### src/core/rgb_pkg.sv
// Constants for the RGB LED driver register bank: word indexes, fields, resets.
// Assumes an AHB-Lite slave where byte address equals four times the word index.
package rgb_pkg;
  localparam int IDX_W = 7;
  localparam int IDX_LSB = 2;
  localparam logic [IDX_W-1:0] IDX_LED_CTRL = 7'h00;
  localparam logic [IDX_W-1:0] IDX_RED_CUR = 7'h01;
  localparam logic [IDX_W-1:0] IDX_GREEN_CUR = 7'h02;
  localparam logic [IDX_W-1:0] IDX_BLUE_CUR = 7'h03;
  localparam logic [IDX_W-1:0] IDX_BRIGHT = 7'h04;
  localparam logic [IDX_W-1:0] IDX_BOOST = 7'h05;
  localparam logic [IDX_W-1:0] IDX_GEN_CTRL = 7'h06;
  localparam logic [IDX_W-1:0] IDX_ADC_HI = 7'h08;
  localparam logic [IDX_W-1:0] IDX_ADC_LO = 7'h09;
  localparam logic [IDX_W-1:0] IDX_RED_CORR = 7'h0a;
  localparam logic [IDX_W-1:0] IDX_GREEN_CORR = 7'h0b;
  localparam logic [IDX_W-1:0] IDX_BLUE_CORR = 7'h0c;
  localparam logic [IDX_W-1:0] IDX_MEM_CTRL = 7'h0d;
  localparam logic [IDX_W-1:0] WIN_FIRST = 7'h40;
  localparam logic [IDX_W-1:0] WIN_LAST = 7'h5f;
  localparam int WIN_W = 5;
  localparam int PAGE_W = 2;
  localparam int MEM_W = PAGE_W + WIN_W;
  localparam logic [MEM_W-1:0] MEM_RED_CUR = 7'h5f;
  localparam logic [MEM_W-1:0] MEM_GREEN_CUR = 7'h60;
  localparam logic [MEM_W-1:0] MEM_BLUE_CUR = 7'h61;
  localparam logic [7:0] RST_LED_CTRL = 8'h10;
  localparam logic [7:0] RST_CUR = 8'h55;
  localparam logic [7:0] RST_CORR = 8'h80;
  localparam logic [7:0] RST_GEN_CTRL = 8'h04;
  localparam logic [7:0] RST_ZERO = 8'h00;
  localparam logic [7:0] MASK_FULL = 8'hff;
  localparam logic [7:0] MASK_BRIGHT = 8'h0f;
  localparam logic [7:0] MASK_BOOST = 8'h1f;
  localparam logic [7:0] MASK_GEN_CTRL = 8'h3f;
  localparam logic [7:0] MASK_MEM_CTRL = 8'h73;
  localparam int BIT_EN_R = 0;
  localparam int BIT_EN_G = 1;
  localparam int BIT_EN_B = 2;
  localparam int BIT_AUTO = 3;
  localparam int BIT_FAST = 4;
  localparam int BIT_FADE = 5;
  localparam int SEQ_LSB = 6;
  localparam int BIT_VOUT_AUTO = 2;
  localparam int BIT_TEMP_SRC = 5;
  localparam int PAGE_LSB = 0;
  localparam int BIT_RELOAD = 4;
  localparam int BIT_PROGRAM = 5;
  localparam int BIT_ERASE = 6;
  localparam int BIT_READY = 7;
  localparam int ADC_W = 12;
  localparam int ADC_HI_LSB = 8;
  localparam logic [2:0] SIZE_WORD = 3'h2;
  localparam logic HRESP_OKAY = 1'b0;
  typedef enum logic [3:0] {
    ST_IDLE = 4'b0001,
    ST_WRITE = 4'b0010,
    ST_RD_LOAD = 4'b0100,
    ST_RD_DONE = 4'b1000
  } rgb_state_type;
endpackage

### src/core/rgb_cal_if.sv
// Link between the register bank and the calibration memory array.
// Assumes both ends run on the same system clock.
`timescale 1ns/1ps
`default_nettype none
interface rgb_cal_if;
  logic wr_en;
  logic [1:0] page;
  logic [4:0] idx;
  logic [7:0] wdata;
  logic [7:0] rdata;
  logic [7:0] red_code;
  logic [7:0] green_code;
  logic [7:0] blue_code;
  modport bank (output wr_en, page, idx, wdata, input rdata, red_code, green_code, blue_code);
  modport mem (input wr_en, page, idx, wdata, output rdata, red_code, green_code, blue_code);
endinterface
`default_nettype wire

### src/core/rgb_cal_mem.sv
// Calibration working memory: four pages of 32 bytes with a paged window port.
// Assumes the bank drives page, index and write data in the write's data phase.
`timescale 1ns/1ps
`default_nettype none
module rgb_cal_mem
  import rgb_pkg::*;
(
  input wire logic i_clk, // System clock.
  rgb_cal_if.mem cal // Window port and stored current codes.
);
  logic [7:0] mem [0:(1<<MEM_W)-1];
  logic [MEM_W-1:0] addr;

  // The array has no reset: it is working memory written only through the window port.
  assign addr = {cal.page, cal.idx};
  always_ff @(posedge i_clk) begin
    if (cal.wr_en) begin
      mem[addr] <= cal.wdata;
    end
  end
  assign cal.rdata = mem[addr];
  assign cal.red_code = mem[MEM_RED_CUR];
  assign cal.green_code = mem[MEM_GREEN_CUR];
  assign cal.blue_code = mem[MEM_BLUE_CUR];
endmodule
`default_nettype wire

### src/core/rgb_reg_bank.sv
// Register bank of the RGB LED driver, reached as an AHB-Lite slave.
// Assumes ADC result and memory ready come from logic on I_CLK_SYS.
//
// The AHB-Lite register port is this design's own decision.
`timescale 1ns/1ps
`default_nettype none
module rgb_reg_bank
  import rgb_pkg::*;
(
  input wire logic I_CLK_SYS, // System clock, 250 MHz.
  input wire logic I_RST, // Synchronous reset, active high.
  input wire logic I_HSEL, // Slave select.
  input wire logic [31:0] I_HADDR, // Byte address.
  input wire logic [1:0] I_HTRANS, // Transfer type.
  input wire logic I_HWRITE, // Write when high.
  input wire logic [2:0] I_HSIZE, // Transfer size.
  input wire logic [31:0] I_HWDATA, // Write data.
  input wire logic I_HREADY, // Bus ready.
  output logic O_HREADYOUT, // Slave ready.
  output logic O_HRESP, // Always OKAY.
  output logic [31:0] O_HRDATA, // Read data.
  input wire logic [11:0] I_ADC_RESULT, // Latest ADC conversion.
  input wire logic I_MEMORY_READY, // Memory controller idle.
  output logic [2:0] O_LED_EN, // Blue, green, red output enables.
  output logic [1:0] O_SEQ_MODE, // PWM sequencing mode.
  output logic O_SEQUENTIAL, // High in any sequential mode.
  output logic O_FADE_EN, // Automatic fade enable.
  output logic O_PWM_FAST, // High PWM frequency select.
  output logic O_AUTO_COMP, // Automatic compensation enable.
  output logic [7:0] O_RED_CURRENT_CODE, // Effective red current code.
  output logic [7:0] O_GREEN_CURRENT_CODE, // Effective green current code.
  output logic [7:0] O_BLUE_CURRENT_CODE, // Effective blue current code.
  output logic [7:0] O_RED_CORRECTION, // Red brightness multiplier.
  output logic [7:0] O_GREEN_CORRECTION, // Green brightness multiplier.
  output logic [7:0] O_BLUE_CORRECTION, // Blue brightness multiplier.
  output logic [7:0] O_BRIGHTNESS, // Brightness select register.
  output logic [7:0] O_BOOST_VOLTAGE, // Boost voltage select register.
  output logic [7:0] O_GENERAL_CONTROL, // General control register.
  output logic O_TEMPERATURE_SOURCE_SELECT, // Temperature sensing source.
  output logic [1:0] O_MEMORY_PAGE_SELECT, // Mirrored page.
  output logic O_MEMORY_ERASE_TRIGGER, // Erase command bit.
  output logic O_MEMORY_PROGRAM_TRIGGER, // Program command bit.
  output logic O_MEMORY_RELOAD_TRIGGER // Reload command bit.
);
  rgb_cal_if cal ();
  rgb_state_type state, next_state;
  logic [IDX_W-1:0] addr_idx, next_addr_idx;
  logic addr_ok, next_addr_ok;
  logic [31:0] hrdata, next_hrdata;
  logic [7:0] led_ctrl, next_led_ctrl;
  logic [7:0] red_cur, next_red_cur;
  logic [7:0] green_cur, next_green_cur;
  logic [7:0] blue_cur, next_blue_cur;
  logic [7:0] bright, next_bright;
  logic [7:0] boost, next_boost;
  logic [7:0] gen_ctrl, next_gen_ctrl;
  logic [7:0] red_corr, next_red_corr;
  logic [7:0] green_corr, next_green_corr;
  logic [7:0] blue_corr, next_blue_corr;
  logic [7:0] mem_ctrl, next_mem_ctrl;
  logic [7:0] red_out, next_red_out;
  logic [7:0] green_out, next_green_out;
  logic [7:0] blue_out, next_blue_out;
  logic accept;
  logic in_window;
  logic wr_cycle;
  logic [7:0] wr_byte;
  logic [7:0] rd_byte;
  logic rd_hit;
  logic [7:0] mem_ctrl_view;
  logic [PAGE_W-1:0] wr_page;

  function automatic logic [7:0] merge(input logic [7:0] old, input logic [7:0] data,
                                       input logic [7:0] mask);
    merge = (old & ~mask) | (data & mask);
  endfunction

  rgb_cal_mem u_mem (
    .i_clk(I_CLK_SYS),
    .cal(cal.mem)
  );

  // Bus front end. Writes finish with no wait state; reads take one, so
  // that read data always comes from a flop and sees any write just before.
  assign accept = I_HSEL && I_HTRANS[1] && I_HREADY;
  assign in_window = (addr_idx >= WIN_FIRST) && (addr_idx <= WIN_LAST);
  assign wr_cycle = (state == ST_WRITE) && addr_ok;
  assign wr_byte = I_HWDATA[7:0];
  assign wr_page = wr_byte[PAGE_LSB +: PAGE_W];

  always_comb begin
    next_state = ST_IDLE;
    next_addr_idx = addr_idx;
    next_addr_ok = addr_ok;
    next_hrdata = hrdata;
    if (accept) begin
      next_state = I_HWRITE ? ST_WRITE : ST_RD_LOAD;
      next_addr_idx = I_HADDR[IDX_LSB +: IDX_W];
      // Only word-aligned addresses inside the map with a size up to a word hit.
      next_addr_ok = (I_HADDR[IDX_LSB-1:0] == '0) && (I_HADDR[31:IDX_LSB+IDX_W] == '0)
                     && (I_HSIZE <= SIZE_WORD);
    end else if (state == ST_RD_LOAD) begin
      next_state = ST_RD_DONE;
    end
    if (state == ST_RD_LOAD) begin
      next_hrdata = {24'h000000, rd_byte};
    end
  end

  always_ff @(posedge I_CLK_SYS) begin
    if (I_RST) begin
      state <= ST_IDLE;
      addr_idx <= '0;
      addr_ok <= 1'b0;
      hrdata <= '0;
    end else begin
      state <= next_state;
      addr_idx <= next_addr_idx;
      addr_ok <= next_addr_ok;
      hrdata <= next_hrdata;
    end
  end

  assign O_HREADYOUT = (state != ST_RD_LOAD);
  assign O_HRESP = HRESP_OKAY;
  assign O_HRDATA = hrdata;

  // The ready flag is live state, never the stored bit.
  always_comb begin
    mem_ctrl_view = mem_ctrl;
    mem_ctrl_view[BIT_READY] = I_MEMORY_READY;
  end

  always_comb begin
    rd_hit = addr_ok;
    rd_byte = RST_ZERO;
    if (addr_ok && in_window) begin
      rd_byte = cal.rdata;
    end else if (addr_ok) begin
      case (addr_idx)
        IDX_LED_CTRL: rd_byte = led_ctrl;
        IDX_RED_CUR: rd_byte = red_cur;
        IDX_GREEN_CUR: rd_byte = green_cur;
        IDX_BLUE_CUR: rd_byte = blue_cur;
        IDX_BRIGHT: rd_byte = bright;
        IDX_BOOST: rd_byte = boost;
        IDX_GEN_CTRL: rd_byte = gen_ctrl;
        IDX_ADC_HI: rd_byte = 8'(I_ADC_RESULT >> ADC_HI_LSB);
        IDX_ADC_LO: rd_byte = 8'(I_ADC_RESULT);
        IDX_RED_CORR: rd_byte = red_corr;
        IDX_GREEN_CORR: rd_byte = green_corr;
        IDX_BLUE_CORR: rd_byte = blue_corr;
        IDX_MEM_CTRL: rd_byte = mem_ctrl_view;
        default: begin
          rd_hit = 1'b0;
          rd_byte = RST_ZERO;
        end
      endcase
    end
  end

  // Register writes. Masks keep unused and read-only bits at zero.
  always_comb begin
    next_led_ctrl = led_ctrl;
    next_red_cur = red_cur;
    next_green_cur = green_cur;
    next_blue_cur = blue_cur;
    next_bright = bright;
    next_boost = boost;
    next_gen_ctrl = gen_ctrl;
    next_red_corr = red_corr;
    next_green_corr = green_corr;
    next_blue_corr = blue_corr;
    next_mem_ctrl = mem_ctrl;
    if (wr_cycle) begin
      case (addr_idx)
        IDX_LED_CTRL: next_led_ctrl = merge(led_ctrl, wr_byte, MASK_FULL);
        IDX_RED_CUR: next_red_cur = merge(red_cur, wr_byte, MASK_FULL);
        IDX_GREEN_CUR: next_green_cur = merge(green_cur, wr_byte, MASK_FULL);
        IDX_BLUE_CUR: next_blue_cur = merge(blue_cur, wr_byte, MASK_FULL);
        IDX_BRIGHT: next_bright = merge(bright, wr_byte, MASK_BRIGHT);
        IDX_BOOST: next_boost = merge(boost, wr_byte, MASK_BOOST);
        IDX_GEN_CTRL: next_gen_ctrl = merge(gen_ctrl, wr_byte, MASK_GEN_CTRL);
        IDX_RED_CORR: next_red_corr = merge(red_corr, wr_byte, MASK_FULL);
        IDX_GREEN_CORR: next_green_corr = merge(green_corr, wr_byte, MASK_FULL);
        IDX_BLUE_CORR: next_blue_corr = merge(blue_corr, wr_byte, MASK_FULL);
        IDX_MEM_CTRL: begin
          next_mem_ctrl = merge(mem_ctrl, wr_byte, MASK_MEM_CTRL);
          // Erase and program may not be asked together; such a write keeps both as they were.
          if (wr_byte[BIT_ERASE] && wr_byte[BIT_PROGRAM]) begin
            next_mem_ctrl[BIT_ERASE] = mem_ctrl[BIT_ERASE];
            next_mem_ctrl[BIT_PROGRAM] = mem_ctrl[BIT_PROGRAM];
          end
        end
        default: begin
          next_mem_ctrl = mem_ctrl;
        end
      endcase
    end
  end

  always_ff @(posedge I_CLK_SYS) begin
    if (I_RST) begin
      led_ctrl <= RST_LED_CTRL;
      red_cur <= RST_CUR;
      green_cur <= RST_CUR;
      blue_cur <= RST_CUR;
      bright <= RST_ZERO;
      boost <= RST_ZERO;
      gen_ctrl <= RST_GEN_CTRL;
      red_corr <= RST_CORR;
      green_corr <= RST_CORR;
      blue_corr <= RST_CORR;
      mem_ctrl <= RST_ZERO;
    end else begin
      led_ctrl <= next_led_ctrl;
      red_cur <= next_red_cur;
      green_cur <= next_green_cur;
      blue_cur <= next_blue_cur;
      bright <= next_bright;
      boost <= next_boost;
      gen_ctrl <= next_gen_ctrl;
      red_corr <= next_red_corr;
      green_corr <= next_green_corr;
      blue_corr <= next_blue_corr;
      mem_ctrl <= next_mem_ctrl;
    end
  end

  // Calibration window, mirrored through the selected page.
  assign cal.wr_en = wr_cycle && in_window;
  assign cal.page = mem_ctrl[PAGE_LSB +: PAGE_W];
  assign cal.idx = addr_idx[WIN_W-1:0];
  assign cal.wdata = wr_byte;

  // Effective current codes. In automatic mode the stored codes are used;
  // software keeps that mode off while rewriting memory, so a half-written
  // page never reaches the sinks.
  always_comb begin
    next_red_out = red_cur;
    next_green_out = green_cur;
    next_blue_out = blue_cur;
    if (led_ctrl[BIT_AUTO]) begin
      next_red_out = cal.red_code;
      next_green_out = cal.green_code;
      next_blue_out = cal.blue_code;
    end
  end

  always_ff @(posedge I_CLK_SYS) begin
    if (I_RST) begin
      red_out <= RST_CUR;
      green_out <= RST_CUR;
      blue_out <= RST_CUR;
    end else begin
      red_out <= next_red_out;
      green_out <= next_green_out;
      blue_out <= next_blue_out;
    end
  end

  assign O_LED_EN = {led_ctrl[BIT_EN_B], led_ctrl[BIT_EN_G], led_ctrl[BIT_EN_R]};
  assign O_SEQ_MODE = led_ctrl[SEQ_LSB +: 2];
  assign O_SEQUENTIAL = (led_ctrl[SEQ_LSB +: 2] != 2'h0);
  assign O_FADE_EN = led_ctrl[BIT_FADE];
  assign O_PWM_FAST = led_ctrl[BIT_FAST];
  assign O_AUTO_COMP = led_ctrl[BIT_AUTO];
  assign O_RED_CURRENT_CODE = red_out;
  assign O_GREEN_CURRENT_CODE = green_out;
  assign O_BLUE_CURRENT_CODE = blue_out;
  assign O_RED_CORRECTION = red_corr;
  assign O_GREEN_CORRECTION = green_corr;
  assign O_BLUE_CORRECTION = blue_corr;
  assign O_BRIGHTNESS = bright;
  assign O_BOOST_VOLTAGE = boost;
  assign O_GENERAL_CONTROL = gen_ctrl;
  assign O_TEMPERATURE_SOURCE_SELECT = gen_ctrl[BIT_TEMP_SRC];
  assign O_MEMORY_PAGE_SELECT = mem_ctrl[PAGE_LSB +: PAGE_W];
  assign O_MEMORY_ERASE_TRIGGER = mem_ctrl[BIT_ERASE];
  assign O_MEMORY_PROGRAM_TRIGGER = mem_ctrl[BIT_PROGRAM];
  assign O_MEMORY_RELOAD_TRIGGER = mem_ctrl[BIT_RELOAD];
endmodule
`default_nettype wire

### config.mk
export PLATFORM = sky130hd
export DESIGN_NAME = rgb_reg_bank
export DESIGN_NICKNAME = d
export VERILOG_FILES = /design/src/core/rgb_pkg.sv /design/src/core/rgb_cal_if.sv /design/src/core/rgb_cal_mem.sv /design/src/core/rgb_reg_bank.sv
export SDC_FILE = /design/constraint.sdc
export NUM_CORES = 1
export LEC_CHECK = 0
export ABC_AREA = 1
export BUFFER_PORTS_ARGS = -buffer_cell sky130_fd_sc_hd__clkbuf_2
export CORE_ASPECT_RATIO = 0.9
export CORE_MARGIN = 5
export CORE_UTILIZATION = 35
export DETAILED_ROUTE_END_ITERATION = 8
export MAX_ROUTING_LAYER = met4
export PLACE_DENSITY = 0.51
export SLEW_MARGIN = 40
export SYNTH_ARGS = -nofsm -noshare
export SYNTH_HDL_FRONTEND = slang
export SYNTH_HIERARCHICAL = 1
export SYNTH_SLANG_ARGS = --single-unit
export TNS_END_PERCENT = 20
### constraint.sdc
create_clock -name I_CLK_SYS -period 2.9 [get_ports I_CLK_SYS]
set_clock_uncertainty 0.05 [all_clocks]
set_input_delay 0.58 -clock I_CLK_SYS [delete_from_list [all_inputs] [get_ports I_CLK_SYS]]
set_output_delay 0.58 -clock I_CLK_SYS [all_outputs]
set_load 0.05 [all_outputs]
==> Yosys cells after proc, flatten, opt, wreduce, memory -nomap -nowiden <==
Memory sizes are Yosys's and may differ from the RTL's.
Cells that the tools add are included.
{ "word_totals": {"regBits": 132, "ram_bits": 1024, "in_bits": 87, "out_inout_bits": 121, "wordCells": 79, "memories": 1} }
{ "op_classes": {"n_lt_le_gt_ge": 3, "eq_ne": 15, "mux": 11, "bitwise": 5, "n_reduce_logical": 25} }
{ "mem_list": {"columns": ["name", "depth", "word_bits", "read_ports", "rd_ports_with_merged_regs", "wr", "line", "rtl"], "rows": [
  ["u_mem.mem", 128, 8, 4, 0, 1, "rgb_cal_mem.sv:11", "logic [7:0] mem [0:(1<<MEM_W)-1];"]
]} }
{ "op_table": {"columns": ["cell", "n"], "rows": [
  ["8-bit case mux with 13 select lines", 1],
  ["7-bit by 4-bit == test with 1-bit output, second input constant", 6],
  ["8-bit two-way mux", 5],
  ["23-bit logical NOT", 1],
  ["2-bit AND reduction", 11],
  ["7-bit by 3-bit == test with 1-bit output, second input constant", 3],
  ["7-bit by 2-bit == test with 1-bit output, second input constant", 2],
  ["1-bit logical AND", 9],
  ["4-bit two-way mux", 2],
  ["8-bit by 4-bit bitwise OR with 8-bit output", 1],
  ["8-bit by 5-bit bitwise OR with 8-bit output", 1],
  ["8-bit by 6-bit bitwise OR with 8-bit output", 1],
  ["8-bit by 7-bit bitwise OR with 8-bit output", 1],
  ["7-bit by 1-bit == test with 1-bit output, second input constant", 1],
  ["7-bit >= comparator, second input constant", 1],
  ["7-bit less-or-equal comparator, second input constant", 1],
  ["7-bit logical NOT", 1],
  ["4-bit by 2-bit == test with 1-bit output, second input constant", 1],
  ["4-bit by 3-bit == test with 1-bit output, second input constant", 1],
  ["4-bit by 3-bit != test with 1-bit output, second input constant", 1],
  ["3-bit by 2-bit less-or-equal comparator with 1-bit output, second input constant", 1],
  ["3-bit two-way mux", 1],
  ["3-bit AND reduction", 1],
  ["2-bit logical NOT", 1],
  ["3 further kinds", 4]
]} }

==> Depth between registers and ports, before layout <==
{ "logic_depth": {"depth_word": 5, "mapped_depth": 20, "depth_no_buf": 17} }

==> By module <==
The synthesis kept the hierarchy.
{ "modules_own_cells": {"columns": ["module", "instances", "cells_each", "area_each_um2", "seq_area_each_um2"], "rows": [
  ["rgb_cal_mem", 1, 4378, 43763.2, 30749.5],
  ["rgb_reg_bank", 1, 792, 5599.1, 2402.3]
]} }

==> Worst setup path after synthesis <==
No wires, ideal clock.
{ "synth_timing": {"path_type": "reg-to-reg", "startpoint": "reg state[0]", "endpoint": "mem u_mem.mem[57][0] (enable)", "setup_ns": 0.395, "arrival_ns": 2.103, "required_time_ns": 2.455, "path_slack_ns": 0.352, "path_stages_with_launch": 7, "n_path_buf": 1, "synth_period_minus_slack_ns": 2.548, "path_cell_list": "dfxtp_1 nor2_2 nand4_4 nor3_1 clkbuf_1 inv_1 nor4_1"} }
{ "synth_between": {"elab_chain_len": 5} }
{ "synth_rtl": {"columns": ["item", "line", "rtl"], "rows": [
  ["start: declaration", "rgb_reg_bank.sv:46", "rgb_state_type state, next_state;"],
  ["start signal: assignment", "rgb_reg_bank.sv:117", "state <= next_state;"],
  ["4-bit by 2-bit == test with 1-bit output", "rgb_reg_bank.sv:87", "assign wr_cycle = (state == ST_WRITE) && addr_ok;"],
  ["1-bit logical AND", "rgb_reg_bank.sv:87", null],
  ["1-bit logical AND", "rgb_reg_bank.sv:231", "assign cal.wr_en = wr_cycle && in_window;"],
  ["named net cal.wr_en", "rgb_cal_if.sv:6", "logic wr_en;"],
  ["1-bit two-way mux", "rgb_cal_mem.sv:17", "if (cal.wr_en) begin"],
  ["1-bit two-way mux (implied by the code)", "rgb_cal_mem.sv:18", "mem[addr] <= cal.wdata;"],
  ["end: declaration", "rgb_cal_mem.sv:11", null]
]} }
The timed path passes the listed nets, and every way through them passes these cells.

==> Final worst setup path <==
{ "layout_timing": {"startpoint": "reg addr_idx[0]", "endpoint": "reg hrdata[4], in the netlist O_HRDATA[4]"} }
{ "layout_between": {"elab_cells_between_ends": 21, "cone_classes": "order compare: 2; eq/ne: 12; mux: 3; reduce/logical: 3; memory: 1"} }
{ "layout_lines": {"columns": ["item", "line", "rtl"], "rows": [
  ["start: declaration", "rgb_reg_bank.sv:47", "logic [IDX_W-1:0] addr_idx, next_addr_idx;"],
  ["start signal: assignment", "rgb_reg_bank.sv:118", "addr_idx <= next_addr_idx;"],
  ["memory read 128 x 8 bit", null, null],
  ["named net cal.rdata[4]", "rgb_cal_if.sv:10", "logic [7:0] rdata;"],
  ["8-bit two-way mux", "rgb_reg_bank.sv:137", "if (addr_ok && in_window) begin"],
  ["end signal: assignment", "rgb_reg_bank.sv:120", "hrdata <= next_hrdata;"],
  ["end: declaration", "rgb_reg_bank.sv:49", "logic [31:0] hrdata, next_hrdata;"]
]} }
The timed path passes the listed nets, and every way through them passes these cells.
A chain may end at the register's enable or synchronous reset.

==> impl_metrics.csv <==
group,metric,value,unit
outcome,outcome,"complete, no violations",
global_route,grt_max_degree,101,
hold_path,holdCritPathClass,"in2reg",
worst_setup_path,startpoint_type,"register",
synthesis,ys_seq_area_share,67.2,%
cells_and_area,ff_latch_area,33200,um^2
sta,fmax,345,MHz
drt,dr.pass1.iters,8,
synthesis,synth_top_area_share,62.3,%
floorplan,die_x,406,um
worst_setup_path,max_stage_delay,0.50,ns
drt,vias,35000,
floorplan,core,140000,um^2
worst_setup_path,end_kind,"register",
drt,ant_nets,0,
worst_setup_path,cp_max_fo,22,
power_and_ir_drop,p_per_area,604,nW/um^2
cells_and_area,final_common_cell,"nand2_1",
worst_setup_path,crit_slowest_cell,"dfxtp_4",
cells_and_area,multi_input_comb_area,14300,um^2
synthesis,syn_avg_cell_area,9.55,um^2
power_and_ir_drop,irDropWorstVdd,0.474,mV
floorplan,die_area,149000,um^2
sta,rsz0062_at_grt,"yes",
global_route,grt.total_usage,19.2,%
placement,port_buffers,148,
placement,place.gp.congestion,0.854,
global_route,grt_pass1_vias,33100,
power_and_ir_drop,p_leak,24.2,nW
worst_setup_path,path_common_cell,"nand2_1",
synthesis,synth_area_leader_cell,"edfxtp_1",
clock_tree,root_buffer,"clkbuf_16",
clock_tree,numCtsBuffers,117,
cells_and_area,layout.cells.non_filler,7432,
sta,finalSetupViolations,0,
clock_tree,clock_path_buffers,3,
floorplan,die_h,366,um
drt,wl_per_cell,19.1,um
placement,dp_cells,7202,
global_route,antenna_found_initial,2,
worst_setup_path,required,3.48,ns
synthesis,ys_top_cells_by_area,"edfxtp_1 62%, nand2_1 22%, dfxtp_1 4.9%",
synthesis,synth_area,49400,um^2
cells_and_area,area_delta_synth_final,17.1,%
drt,drt_iter0_markers,2888,
synthesis,synth_cell_types,33,
sta,maxSlewHeadroom,52.2,%
synthesis,yosysWarnings,6,
worst_setup_path,critPathArrivalTime,3.47,ns
cells_and_area,mostFrequentLayoutCells,"2,888 x nand2_1, 1,024 x edfxtp_1, 351 x nor2_1",
sta,post-route-period-util,99.9,%
clock_tree,cts_tree,"built",
cells_and_area,largest_reg_flops,1024,
drt,remaining_drc_errors,0,
cells_and_area,design_area,57800,um^2
placement,dpl_cell_area,53800,um^2
worst_setup_path,critical_path_class,"reg2reg",
clock_tree,h-tree-depth,3,
cells_and_area,top_register,"u_mem/mem",
worst_setup_path,cp_cell_sequence,"clkinv_16 -> buf_6 -> nand2_1 -> nand2_1 -> nand2_1 -> nand2_1 -> nand2_1 -> nand2_1 -> nand2_1 -> nand2_1 -> nor2_2 -> nor2_1 -> nor2_1 -> buf_4 -> nand2_1 -> inv_1 -> o21ai_0 -> inv_1 -> a21oi_1",
floorplan,placementRows,130,
placement,hpwl,89.4,mm
sta,fin_crit,2.90,ns
sta,finalHoldViolCount,0,
floorplan,ioPinCount,208,
synthesis,synth_seq_cells,1144,
sta,slew_violations,0,
clock_tree,cts.sinks,1144,
clock_tree,clk_pin_slew_worst_paths,0.06,ns
job,cap_viol_max_count,0,
drt,postRouteWirelength,142,mm
sta,worst-slew-pin-transition,0.718,ns
global_route,grt_overflow,0,
cells_and_area,fillCellCount,13700,
synthesis,synth_cells,5170,
global_route,grt_pass1_wl,212,mm
drt,viasPerCell,4.71,
clock_tree,clk_latency,0.74,ns
cells_and_area,drive_gt1_share,12.4,%
cells_and_area,nets,5566,
floorplan,start_util,35.3,%
cells in the mapped netlist, drive strengths merged:
cell type and number:
nand2 2898, dfxtp 120, inv 142, a21oi 46
clkbuf 53, nand4 6, nand3 112, clkinv 1
edfxtp 1024, o211ai 12, nand3b 2, nor4 8
conb 1, nor2 375, o21ai 119, nor3 4
buf 233, a211o 1, or2 13
cell type report:
type	instances	area share, %
sequential	1144	57.4
multi-input combinational	3630	24.7
timing repair buffer	442	6.21
clock buffer	145	5.41
tap	1848	4.00
clock inverter	77	1.25
inverter	143	0.991
timing repair inverter	1	0.0195
antenna	2	0.00866
through the flow:
step	hold WS (ns)	worst slack [ns]	total power [mW]	util [%]	TNS, ns
global route	0.0602	-0.0906	36.1	41.3	-0.159
floorplan	0.391	0.352	19.3	-	0
finish	0.116	0.00379	34.9	41.3	0
detailed placement	0.416	-0.00129	20.1	38.5	-0.00129
CTS	0.0534	0.0520	35.2	41.2	0
global placement	0.412	0.00896	20.1	38.5	0
final timing paths:
| path | from | end | slack, ns | depth (start not counted) |
|---|---|---|---|---|
| worst max-delay path | addr_idx[0] | O_HRDATA[4] | 0.004 | 19 |
| worst min-delay path | I_HADDR[2] | addr_idx[0] | 0.12 | 3 |
| worst max register to register | addr_idx[0] | O_HRDATA[4] | 0.004 | 19 |
| worst min register to register | blue_cur[3] | blue_cur[3] | 0.43 | 2 |
repair_timing:
| item | 4_1_cts | 5_1_grt |
|---|---|---|
| buffers inserted | 0 | 1 |
| endpoints found under the setup margin | 1 | 13 |
| hold buffers | 4 | 0 |
| cloned | 0 | 1 |
| endpoints found under the hold margin | 5 | 0 |
| gates resized for setup | 1 | 17 |
kinds of logic after synthesis:
logic type	Yosys count	share of synthesized area, %
AOI/OAI and AO/OA	178	1.87
other	1	0.00760
DFF	1144	67.2
buffers and inverters	429	4.25
and+or+nand+nor	3418	26.7
report_power, final:
group	internal [mW]	leakage (nW)	switching, mW
Clock	8.65	1.88	6.51
Combinational	0.463	12.2	1.34
Sequential	17.9	10.2	0.0118
per-layer routing:
layer  vias to the layer above  share of wire [%]  global-route usage, %  wire length, um
li1                      17200                  -                      -                -
met1                     16700                 47                   27.6            67200
met2                       895                 45                   28.6            63400
met3                       188                5.7                   3.13             8040
met4                         0                2.2                   4.37             3160
met5                         -                  0                      -                0
worst max-delay path, delay by kind of cell (launching register included):
kind | cells | cell delay (ns)
AOI/OAI and AO/OA | 2 | 0.16
buffers and inverters | 5 | 0.79
DFF | 1 | 0.50
and+or+nand+nor | 12 | 1.25
Note: power is estimated with default switching activity, not from simulation.
